**src/rtl/sol_pkg.sv**
```systemverilog
// Constants shared by the strap option latch.
package sol_pkg;

    // Clock rate and the least low time of the hardware reset pin.
    localparam int          CLK_PERIOD_NS     = 10;
    localparam int          RESET_MIN_NS      = 1000;
    localparam int          RESET_MIN_INT     = (RESET_MIN_NS + CLK_PERIOD_NS - 1) / CLK_PERIOD_NS;
    localparam int          LOW_CNT_W         = 8;
    localparam logic [7:0]  RESET_MIN_CYCLES  = RESET_MIN_INT[7:0];

    // Widths of the strap fields.
    localparam int          ADDR_W            = 5;
    localparam int          ADV_W             = 4;
    localparam int          LED_W             = 2;

    // Bit positions in the gathered strap vector.
    localparam int          POS_ADDR          = 0;
    localparam int          POS_ADV           = 5;
    localparam int          POS_IFSEL         = 6;
    localparam int          POS_LED           = 7;
    localparam int          POS_XOVER         = 8;
    localparam int          POS_RST_N         = 9;
    localparam int          PIN_W             = 10;

    // Levels set by the internal pulls when no resistor is fitted.
    localparam logic [9:0]  PIN_DEFAULTS      = 10'h3BF;

    // Advertised abilities, ordered {100 full, 100 half, 10 full, 10 half}.
    localparam logic [3:0]  ADV_HALF_ONLY     = 4'h5;
    localparam logic [3:0]  ADV_HALF_FULL     = 4'hF;

    // LED mode codes.
    localparam logic [1:0]  LED_MODE_1        = 2'h1;
    localparam logic [1:0]  LED_MODE_2        = 2'h2;

    // Reset value of the latched address, and the strapped address that enters isolate.
    localparam logic [4:0]  ADDR_RESET        = 5'h1F;
    localparam logic [4:0]  ADDR_ISOLATE      = 5'h00;

    typedef enum logic {
        SOL_RUN,
        SOL_SAMPLE
    } sol_state_t;

endpackage : sol_pkg

```
**src/rtl/sol_strap_latch.sv**
```systemverilog
// Strap option latch: samples strap pins during hardware reset and holds the modes.
//
// Function
// - Sample strap pins during reset, select modes.
// - Five address straps form management address.
// - Every address zero through thirty-one valid.
// - Strapped address zero enters isolate state.
// - Software writing zero never causes isolation.
// - Advertisement strap loads control, advertisement defaults.
// - Strap 0 half duplex; 1 half/full.
// - Unfitted advertisement strap reads as 1.
// - Interface strap 0 MII, 1 RMII.
// - LED strap picks mode; register overrides.
// - Crossover enabled unless strap pulled low.
// - Reset pin low one microsecond reinitialises all.
`timescale 1ns/1ns
module sol_strap_latch
    import sol_pkg::*;
(
    // Clock and reset
    input  wire logic               clock,
    input  wire logic               rst,
    // Hardware reset pin
    input  wire logic               hw_reset_n_pin,
    // Strap pins
    input  wire logic               mgmt_addr_bit0_strap,
    input  wire logic               mgmt_addr_bit1_strap,
    input  wire logic               mgmt_addr_bit2_strap,
    input  wire logic               mgmt_addr_bit3_strap,
    input  wire logic               mgmt_addr_bit4_strap,
    input  wire logic               advert_select_strap,
    input  wire logic               mac_if_select_strap,
    input  wire logic               led_mode_strap,
    input  wire logic               crossover_enable_strap,
    // Software writes to the control fields
    input  wire logic               addr_wr,
    input  wire logic [ADDR_W-1:0]  addr_wdata,
    input  wire logic               led_mode_wr,
    input  wire logic [LED_W-1:0]   led_mode_wdata,
    // Latched modes
    output logic                    hw_reset_active,
    output logic [ADDR_W-1:0]       mgmt_addr,
    output logic                    isolate,
    output logic                    advert_select_value,
    output logic [ADV_W-1:0]        advert_abilities,
    output logic                    rmii_mode,
    output logic [LED_W-1:0]        led_mode,
    output logic                    crossover_enable
);

    typedef struct packed {
        sol_state_t             st;
        logic [LOW_CNT_W-1:0]   low_cnt;
        logic                   in_reset;
        logic [ADDR_W-1:0]      addr;
        logic                   iso;
        logic                   adv_sel;
        logic [ADV_W-1:0]       adv;
        logic                   rmii;
        logic [LED_W-1:0]       led;
        logic                   xover;
    } sol_regs_t;

    // Pull defaults stand in for pins while the bank is in reset.
    localparam sol_regs_t REGS_RESET = '{
        st:       SOL_SAMPLE,
        low_cnt:  '0,
        in_reset: 1'b1,
        addr:     ADDR_RESET,
        iso:      1'b0,
        adv_sel:  1'b1,
        adv:      ADV_HALF_FULL,
        rmii:     1'b0,
        led:      LED_MODE_1,
        xover:    1'b1
    };

    logic [PIN_W-1:0] pins_raw;
    logic [PIN_W-1:0] pins;
    logic [ADDR_W-1:0] s_addr;
    logic             s_rst_n;
    sol_regs_t        cur;
    sol_regs_t        next_regs;

    assign pins_raw = {hw_reset_n_pin, crossover_enable_strap, led_mode_strap, mac_if_select_strap,
                       advert_select_strap, mgmt_addr_bit4_strap, mgmt_addr_bit3_strap,
                       mgmt_addr_bit2_strap, mgmt_addr_bit1_strap, mgmt_addr_bit0_strap};

    sol_sync #(
        .W    (PIN_W),
        .INIT (PIN_DEFAULTS)
    ) sol_sync_i (
        .clock (clock),
        .rst   (rst),
        .d     (pins_raw),
        .q     (pins)
    );

    assign s_addr  = pins[POS_ADDR +: ADDR_W];
    assign s_rst_n = pins[POS_RST_N];

    always_comb begin
        next_regs = cur;
        if (s_rst_n) begin
            next_regs.low_cnt = '0;
        end else if (cur.low_cnt != RESET_MIN_CYCLES) begin
            next_regs.low_cnt = cur.low_cnt + 1'b1;
        end
        case (cur.st)
            SOL_RUN: begin
                if (!s_rst_n && next_regs.low_cnt == RESET_MIN_CYCLES) begin
                    next_regs.st = SOL_SAMPLE;
                end
                if (addr_wr) begin
                    next_regs.addr = addr_wdata;
                end
                if (led_mode_wr) begin
                    next_regs.led = led_mode_wdata;
                end
            end
            SOL_SAMPLE: begin
                next_regs.addr    = s_addr;
                next_regs.iso     = (s_addr == ADDR_ISOLATE);
                // Pull-up default reaches here as one.
                next_regs.adv_sel = pins[POS_ADV];
                next_regs.adv     = pins[POS_ADV] ? ADV_HALF_FULL : ADV_HALF_ONLY;
                next_regs.rmii    = pins[POS_IFSEL];
                next_regs.led     = pins[POS_LED] ? LED_MODE_1 : LED_MODE_2;
                next_regs.xover   = pins[POS_XOVER];
                if (s_rst_n) begin
                    next_regs.st = SOL_RUN;
                end
            end
            default: begin
                next_regs.st = SOL_SAMPLE;
            end
        endcase
        next_regs.in_reset = (next_regs.st == SOL_SAMPLE);
    end

    always_ff @(posedge clock) begin
        if (rst) begin
            cur <= REGS_RESET;
        end else begin
            cur <= next_regs;
        end
    end

    assign hw_reset_active     = cur.in_reset;
    assign mgmt_addr           = cur.addr;
    assign isolate             = cur.iso;
    assign advert_select_value = cur.adv_sel;
    assign advert_abilities    = cur.adv;
    assign rmii_mode           = cur.rmii;
    assign led_mode            = cur.led;
    assign crossover_enable    = cur.xover;

    a_addr_capture: assert property (@(posedge clock) disable iff (rst)
        cur.st == SOL_SAMPLE |=> mgmt_addr == $past(s_addr))
        else $error("address not captured from straps");

    a_isolate_strap: assert property (@(posedge clock) disable iff (rst)
        cur.st == SOL_SAMPLE |=> isolate == ($past(s_addr) == ADDR_ISOLATE))
        else $error("isolate does not follow strapped zero");

    a_isolate_write: assert property (@(posedge clock) disable iff (rst)
        cur.st == SOL_RUN && addr_wr |=> $stable(isolate) && mgmt_addr == $past(addr_wdata))
        else $error("address write disturbed isolate or was lost");

    a_advert_map: assert property (@(posedge clock) disable iff (rst)
        cur.st == SOL_SAMPLE |=> advert_abilities == ($past(pins[POS_ADV]) ? ADV_HALF_FULL : ADV_HALF_ONLY))
        else $error("advertised abilities wrong for strap");

    a_ifsel_xover: assert property (@(posedge clock) disable iff (rst)
        cur.st == SOL_SAMPLE |=> rmii_mode == $past(pins[POS_IFSEL]) && crossover_enable == $past(pins[POS_XOVER]))
        else $error("interface or crossover strap not applied");

    a_led_write: assert property (@(posedge clock) disable iff (rst)
        cur.st == SOL_RUN && led_mode_wr |=> led_mode == $past(led_mode_wdata))
        else $error("LED mode write not applied");

    a_hold_run: assert property (@(posedge clock) disable iff (rst)
        cur.st == SOL_RUN |=> $stable(rmii_mode) && $stable(crossover_enable) && $stable(advert_abilities))
        else $error("latched straps changed outside reset");

    a_reset_entry: assert property (@(posedge clock) disable iff (rst)
        cur.st == SOL_RUN && !s_rst_n && cur.low_cnt == RESET_MIN_CYCLES - 8'h01 |=> hw_reset_active)
        else $error("qualified reset low not taken");

    a_short_low: assert property (@(posedge clock) disable iff (rst)
        cur.st == SOL_RUN && cur.low_cnt < RESET_MIN_CYCLES - 8'h01 |=> !hw_reset_active)
        else $error("reset taken before least low time");

    a_advert_latch: assert property (@(posedge clock) disable iff (rst)
        cur.st == SOL_SAMPLE |=> advert_select_value == $past(pins[POS_ADV]))
        else $error("advertisement strap not latched");

    a_led_strap: assert property (@(posedge clock) disable iff (rst)
        cur.st == SOL_SAMPLE |=> led_mode == ($past(pins[POS_LED]) ? LED_MODE_1 : LED_MODE_2))
        else $error("LED mode does not follow strap");

    a_addr_hold: assert property (@(posedge clock) disable iff (rst)
        cur.st == SOL_RUN && !addr_wr |=> $stable(mgmt_addr))
        else $error("address changed without a write");

    a_release_exit: assert property (@(posedge clock) disable iff (rst)
        cur.st == SOL_SAMPLE && s_rst_n |=> !hw_reset_active)
        else $error("sampling not ended at pin release");

endmodule : sol_strap_latch

```
**src/rtl/sol_sync.sv**
```systemverilog
// Two-stage synchroniser bank for the strap and reset pins.
`timescale 1ns/1ns
module sol_sync #(
    parameter int               W    = 1,
    parameter logic [W-1:0]     INIT = '0
) (
    // Clock and reset
    input  wire logic           clock,
    input  wire logic           rst,
    // Pin levels in and synchronised levels out
    input  wire logic [W-1:0]   d,
    output logic [W-1:0]        q
);

    typedef struct packed {
        logic [W-1:0] meta;
        logic [W-1:0] q;
    } sol_sync_regs_t;

    sol_sync_regs_t cur;
    sol_sync_regs_t next_regs;

    // Only the second stage leaves the bank, so a metastable first stage never reaches logic.
    always_comb begin
        next_regs.meta = d;
        next_regs.q    = cur.meta;
    end

    always_ff @(posedge clock) begin
        if (rst) begin
            cur <= '{meta: INIT, q: INIT};
        end else begin
            cur <= next_regs;
        end
    end

    assign q = cur.q;

endmodule : sol_sync

```
**config.mk**
```make
export PLATFORM = sky130hd
export DESIGN_NAME = sol_strap_latch
export DESIGN_NICKNAME = d
export VERILOG_FILES = /design/src/rtl/sol_pkg.sv /design/src/rtl/sol_strap_latch.sv /design/src/rtl/sol_sync.sv
export SDC_FILE = /design/constraint.sdc
export NUM_CORES = 1
export LEC_CHECK = 0
export ABC_AREA = 1
export BUFFER_PORTS_ARGS = -buffer_cell sky130_fd_sc_hd__buf_2
export CAP_MARGIN = 20
export CORE_MARGIN = 4
export CORE_UTILIZATION = 33
export DETAILED_ROUTE_END_ITERATION = 8
export PLACE_DENSITY = 0.51
export REMOVE_ABC_BUFFERS = 1
export SYNTH_ARGS = -nofsm -noshare
export SYNTH_HDL_FRONTEND = slang
export SYNTH_SLANG_ARGS = --single-unit
```
**constraint.sdc**
```tcl
create_clock -name clock -period 3.8 [get_ports clock]
set_input_delay 0.19 -clock clock [delete_from_list [all_inputs] [get_ports clock]]
set_output_delay 0.19 -clock clock [all_outputs]
set_load 0.1 [all_outputs]
```
======== Yosys cells after proc, flatten, opt, wreduce, memory -nomap -nowiden ========
Cells that the tools add are included.
operators by class
  add/sub/neg operators ................... 1
  eq/ne operators ......................... 4
  muxes and demuxes ....................... 11
  bitwise operators ....................... 1
  reduce and logical (&&, ||, !) cells .... 3
operators by type and width
  operator               count
  $mux W8                2
  $pmux W5 S2            1
  $add A8 B1 Y8 const B  1
  $eq A8 B7 Y1 const B   1
  $ne A8 B7 Y1 const B   1
  $logic_not A5 Y1       1
  $mux W5                1
  $mux W2                2
  $mux W4                1
  $ne A2 B2 Y1 const B   2
  $pmux W2 S2            1
  $mux W1                2
  $pmux W1 S2            1
  $logic_and A1 B1 Y1    1
  $logic_not A1 Y1       1
  $not A1 Y1             1
word-level totals
  register bits after elaboration ......... 44
  input port bits ......................... 21
  output and inout bits ................... 16

======== Depth between registers and ports, before layout ========
Gate-level depths: netlist (run 1).
  depth in word-level cells ............... 7
  depth in mapped cells ................... 9

======== Modules after synthesis ========
From an unflattened synthesis (run 1), not the netlist that was laid out.
second synthesis, totals
  cells, all modules ...................... 223
  area, all modules ....................... 1706.6 um2
modules (own cells, without submodules)
  module           times used  cells an instance  area an instance (um2)  seq. area each (um2)
  sol_strap_latch  1           151                1066.0                  400.4
  sol_sync         1           72                 640.6                   400.4

======== Least setup slack after synthesis (run 1) ========
Ideal clock, no wire load.
  kind .................................... register to register
  from .................................... register, netlist name hw_reset_active
  to ...................................... register cur, in the netlist mgmt_addr[2]
  setup time .............................. 128 ps
  arrival ................................. 1598 ps
  data required time ...................... 3672 ps
  slack ................................... 2075 ps
  cell stages (with the launch flop) ...... 5
  path buffers ............................ 1
  clock period less this slack ............ 1725 ps
  cells stage by stage .................... dfxtp_1 -> inv_1 -> clkbuf_1 -> o22ai_1 -> o21ai_0
RTL lines
  item                  line                    source
  to (signal assigned)  sol_strap_latch.sv:145  cur <= next_regs;
  to (decl)             sol_strap_latch.sv:82   sol_regs_t cur;

======== Worst setup path in the final report (run 1) ========
  from .................................... register cur, in the netlist hw_reset_active
  to ...................................... output port hw_reset_active
RTL lines
  item       line                   source
  to (decl)  sol_strap_latch.sv:41  output logic hw_reset_active,
No word-level cell between the ends.

==> results by group, run 1 <==
Run status
  – Status: completed

CTS
  – Skew-Pair Late Insertion Delay: 0.28 ns
  – H-tree levels: 2
  – Clock buffer depth: 2
  – CTS buffer count: 5
  – Clk root buf: clkbuf_8
  – Clock-pin slew on the worst setup and hold paths: 0.07 ns
  – Setup bufs post-CTS: 0
  – Hold Buf Count CTS: 0
  – Cts repair resizes: 0
  – TritonCTS Sinks: 40
  – CTS tree: yes

Detailed routing
  – Final WL: 3000 µm
  – Avg WL per Cell: 11.1 µm
  – Vias per std cell: 4.50
  – Via count: 1219
  – Drc violations: 0
  – Initial DRC count: 73
  – Initial DRT Pass Iterations: 4
  – Antenna-violating nets left: 0

Hold path
  – Hold Crit Start: mgmt_addr_bit4_strap
  – WHS Path Cells: 2
  – WHS Endpoint: sol_sync_i.cur[14]
  – Hold crit path type: in2reg

Floorplan
  – Die area: 0.00592 mm²
  – Rows: 24
  – Chip Width: 77.0 µm
  – Core box area: 0.00447 mm²
  – Starting density of the core: 0.351
  – DIE HEIGHT: 77.0 µm
  – Top Ports: 37

Power and ir drop
  – Leak: 0.783 nW
  – VDD IR max: 0.236 mV
  – Pwr Density: 472 mW/mm²
  – Power, Total: 0.844 mW

Critical path
  – CP top delay family: flip-flops
  – Cell-by-cell trace of the critical path: buf_2
  – CP max stage delay: 0.59 ns
  – CP Max Fanout: 13
  – Slowest CP cell: dfxtp_1
  – Worst reg2reg path depth: 4
  – Worst setup EP type: output port
  – WP data arrival: 1.39 ns
  – R2R Path End: mgmt_addr[1]
  – Startpoint types: flip-flop
  – Worst Path Buf+Inv: 1
  – CP Class: reg2out
  – Req. time, crit path: 3.61 ns
  – Launch point of the worst reg-to-reg path: hw_reset_active
  – Flop2flop setup slack: 2.33 ns

STA
  – RSZ-0062 raised after global routing: false
  – Max Freq: 632 MHz
  – Setup TNS: 0 ns
  – Final Slew Violations: 0
  – Final worst-path cycle share: 0.416
  – Hold Fails Final Rpt: 0
  – Minimum clock period: 1.58 ns
  – # setup viols final: 0
  – Clock skew: 0.00609 ns

Synthesis
  – Post-Syn Instances: 193
  – Synthesis-stage register bit count: 40
  – Post-synthesis cell type count: 24
  – Top cell type's share of synthesized area: 0.510
  – Ys Warns: 0
  – Post-Syn Area: 0.00157 mm²
  – Async SR Flop Fraction: 0
  – Register area share after synthesis: 0.510
  – Number of synthesized flops with an enable pin: 0
  – Synth top area cells: dfxtp_1 51%, nand2_1 8.4%, or2_2 7.2%
  – Synthesized area per cell: 8.13 µm²
  – Top cell type by total area after synthesis: dfxtp_1
  – Top_reg_cell synth: dfxtp_1

GRT
  – All-Layer GR Usage: 0.110
  – Initial antenna violation count: 0
  – Largest net degree at the start of global routing: 32
  – Vias in the first global route: 1188
  – First-pass GRT wire length: 5090 µm
  – GRT overflow: 0

Cells and area
  – Layout area overhead: 14.0%
  – Share of cells above drive strength 1: 0.269
  – FILL cells: 482
  – Diode count: 0
  – Final nets: 241
  – Fin cells: 271
  – Commonest cells after routing, fill and taps aside: 40 x dfxtp_1, 35 x nand2_1, 34 x buf_2
  – Most common cell after layout, fill and taps aside: dfxtp_1

Placement
  – Post-DP HPWL: 2230 µm
  – Final Wtd Congestion: 0.824
  – Placed Cells: 263
  – Number of port buffers: 34

Job
  – Max cap viols: 0
stage by stage:
stage	hold slack (ns)	area, µm²	utilization	worst slack (ns)
after global placement	0.372	1700	0.379	2.39
after floorplan	0.259	1460	-	1.28
after global routing	0.0693	1790	0.400	2.11
final	0.0866	1790	0.400	2.22
after detailed placement	0.374	1700	0.379	2.36
after CTS	0.0749	1790	0.400	2.21
routing by layer:
layer  track usage  part of all wire  up-vias
met1         0.120              0.44      537
met4        0.0489             0.013        0
met3        0.0422             0.058        4
met2         0.187              0.49       32
met5             0                 0        -
li1              -                 -      646
synthesized netlist by cell type, types with 2 or more instances:
cell type / instances
buf_4: 12
a21oi_1: 3
clkbuf_1: 4
dfxtp_1: 40
nand4_1: 2
nor3_1: 5
o21ai_0: 7
ha_1: 2
o22ai_1: 4
inv_1: 16
nand2_1: 35
o31ai_1: 2
nor2_1: 23
nand3_1: 11
or2_2: 18
worst max path at each step:
stage                         from             endpoint  depth (start not counted)
2_1_floorplan  advert_abilities[1]  advert_abilities[1]                          2
3_3_place_gp       hw_reset_active         mgmt_addr[1]                          4
3_5_place_dp       hw_reset_active         mgmt_addr[1]                          4
4_1_cts            hw_reset_active      hw_reset_active                          1
5_1_grt            hw_reset_active         mgmt_addr[2]                          4
6_report           hw_reset_active      hw_reset_active                          1
cells by family (layout without fill, tap and decap cells):
group           Yosys count  in the layout  share of synthesized area
buf+inv                  33             58                      0.108
simple gates             97             97                      0.285
xor+xnor                  2              2                     0.0112
flops                    40             40                      0.510
compound gates           18             18                     0.0662
fa+ha+maj                 2              2                     0.0159
other cells               1              2                    0.00239
flip-flops by register name, summed over array words and instances (netlist names):
name and flops:
advert_abilities 1, mgmt_addr 5, crossover_enable 1, isolate 1, rmii_mode 1, sol_sync_i.cur 10
hw_reset_active 1, led_mode 2, cur 8, sol_sync_i.q 10
area by class of cell:
| type | count | area, µm² | area share |
|---|---|---|---|
| clock buffer | 8 | 90.1 | 0.0504 |
| tap | 52 | 65.1 | 0.0364 |
| sequential | 40 | 801 | 0.448 |
| inverter | 16 | 60.1 | 0.0336 |
| multi-input combinational | 121 | 602 | 0.337 |
| timing repair buffer | 34 | 170 | 0.0952 |
where the power goes:
part / total [mW] / internal, mW / switching, mW
registers: 0.445 / 0.436 / 0.00926
clock network: 0.282 / 0.148 / 0.134
logic: 0.117 / 0.0253 / 0.0914
Note: power is estimated with default switching activity, not from simulation.
==> run 2, diff against run 1 <==
PLACE_DENSITY = 0.53   (was 0.51)
clock period = 1.3 ns   (was 3.8 ns; I/O delays follow)
==> run 2 against run 1 <==
Global-route usage grew 0.53 points. Worst setup slack worse by 2.2 ns. Wire length rose by 5.5%. Register-to-register slack worse by 2.3 ns. Power rose to 3.6 times the previous value. Critical path type is now reg2reg. Largest cell class unchanged.
==> results by group, run 2 (synthesis gave the netlist of run 1 again) <==
Detailed routing
  – Antenna-violating nets left: 0
  – Via count: 1280
  – Initial DRT Pass Iterations: 4
  – Final WL: 3170 µm
  – Initial DRC count: 31
  – Drc violations: 0
  – Vias per std cell: 4.44
  – Avg WL per Cell: 11.0 µm

STA
  – Minimum clock period: 1.27 ns
  – Fin worst setup slack: 0.0345 ns
  – # setup viols final: 0
  – Worst hold slack: 0.0194 ns
  – Final Slew Violations: 0
  – RSZ-0062 raised after global routing: true
  – Clock skew: 0.00277 ns
  – Hold Fails Final Rpt: 0
  – Final worst-path cycle share: 0.973
  – Max Freq: 790 MHz

Placement
  – Final Wtd Congestion: 0.772
  – Area post-placement: 0.00175 mm²
  – Number of port buffers: 34
  – Pre-CTS setup slack: -0.0381 ns
  – Placed Cells: 268
  – Post-DP HPWL: 2240 µm

Run status
  – Status: completed

Cells and area
  – Most common cell after layout, fill and taps aside: dfxtp_1
  – Commonest cells after routing, fill and taps aside: 35 x dfxtp_1, 33 x buf_2, 31 x nand2_1
  – Share of cells above drive strength 1: 0.369
  – Fin cells: 288
  – Diode count: 0
  – Final nets: 258
  – Layout area overhead: 34.3%
  – Final Cell Area: 0.00211 mm²

GRT
  – Vias in the first global route: 1221
  – Met1 GRT Util: 0.134
  – GRT overflow: 0
  – Grt met2 use: 0.192
  – First-pass GRT wire length: 5490 µm
  – All-Layer GR Usage: 0.115
  – Initial antenna violation count: 0
  – Largest net degree at the start of global routing: 20
  – GR peak layer: met2
  – Met3 GRT Util: 0.0410

CTS
  – Clock buffer depth: 2
  – Clk root buf: clkbuf_8
  – TritonCTS Sinks: 40
  – CTS buffer count: 5
  – Skew-Pair Late Insertion Delay: 0.29 ns
  – H-tree levels: 2
  – Clock-pin slew on the worst setup and hold paths: 0.07 ns
  – CTS tree: yes

Floorplan
  – Top Ports: 37
  – Core box area: 0.00447 mm²
  – Rows: 24
  – DIE HEIGHT: 77.0 µm
  – Die area: 0.00592 mm²
  – Chip Width: 77.0 µm
  – Starting density of the core: 0.351

Critical path
  – WP data arrival: 1.49 ns
  – Startpoint types: flip-flop
  – CP Class: reg2reg
  – Cell-by-cell trace of the critical path: inv_4 > ha_4 > nand2_2 > nor2_2 > nand2_2 > a21oi_2 > nand4_1 > o21bai_1
  – Worst Path Buf+Inv: 1
  – Req. time, crit path: 1.52 ns
  – CP top delay family: flip-flops
  – Worst setup EP type: flip-flop
  – CP Max Fanout: 4
  – Slowest CP cell: dfxtp_4
  – CP max stage delay: 0.37 ns
  – Worst path most repeated cell: nand2_2

Power and ir drop
  – Sequential Power Share: 0.422
  – Share of power burned in combinational logic: 0.129
  – P_int: 2.34 mW
  – Pwr Density: 1450 mW/mm²
  – Leak: 0.902 nW
  – Switching part of the total power: 0.234
  – Power share of the clock group: 0.449
  – NetSw: 0.715 mW
  – VDD IR max: 0.807 mV

Job
  – Max cap viols: 0

Hold path
  – Hold crit path type: in2reg
-- run 2: worst paths after layout --
| check | slack, ns | to | cells after the start | start |
|---|---|---|---|---|
| worst min register to register | 0.41 | sol_sync_i.q[6] | 2 | sol_sync_i.cur[16] |
| worst max-delay path | 0.03 | hw_reset_active | 8 | cur[16] |
| worst min-delay path | 0.02 | led_mode[1] | 3 | led_mode_wdata[1] |
| worst max register to register | 0.03 | hw_reset_active | 8 | cur[16] |
-- run 2: power by group through the flow --
stage / Combinational (mW) / Clock (mW) / Sequential (mW)
4_1_cts: 0.397 / 1.41 / 1.29
2_1_floorplan: 0.0936 / 0 / 1.50
6_report: 0.395 / 1.37 / 1.29
5_1_grt: 0.424 / 1.47 / 1.30
3_3_place_gp: 0.367 / 0 / 1.32
3_5_place_dp: 0.369 / 0 / 1.32
-- run 2: cell type report --
class	count	area (µm²)
multi-input cells	121	663
clock inverters	3	90.1
repair buffers	51	340
well taps	52	65.1
fillers	438	2370
clock buffers	5	68.8
flip-flops and latches	40	815
inverters	16	65.1
-- run 2: worst register-to-register path: cells and delay by family (launching register included) --
kind                     cells  cell delay, ns
buffers and inverters        1            0.07
adder cells (fa/ha/maj)      1            0.13
AND/OR/NAND/NOR              4            0.36
flip-flops                   1            0.37
AO/OA/AOI/OAI                2            0.27
-- run 2: routing by layer --
metal  vias to the layer above  wire (µm)
li1                        681          -
met1                       563       1380
met2                        31       1570
met3                         5        160
met4                         0         53
met5                         -          0
-- run 2: metrics by stage --
| step | utilization | power (mW) | TNS, ns |
|---|---|---|---|
| after floorplan | - | 1.59 | -11.15 |
| after global placement | 0.391 | 1.69 | -0.0344 |
| after detailed placement | 0.391 | 1.69 | -0.0381 |
| after CTS | 0.458 | 3.10 | 0 |
| after global routing | 0.471 | 3.19 | -0.0516 |
| final | 0.471 | 3.06 | 0 |
-- run 2: what timing repair did --
item | in CTS | in global routing
resized for setup | 10 | 18
hold buffers | 11 | 0
endpoints found under the hold margin | 11 | 0
buffers inserted | 0 | 1
pin swaps | 5 | 5
setup endpoints to repair | 1 | 2
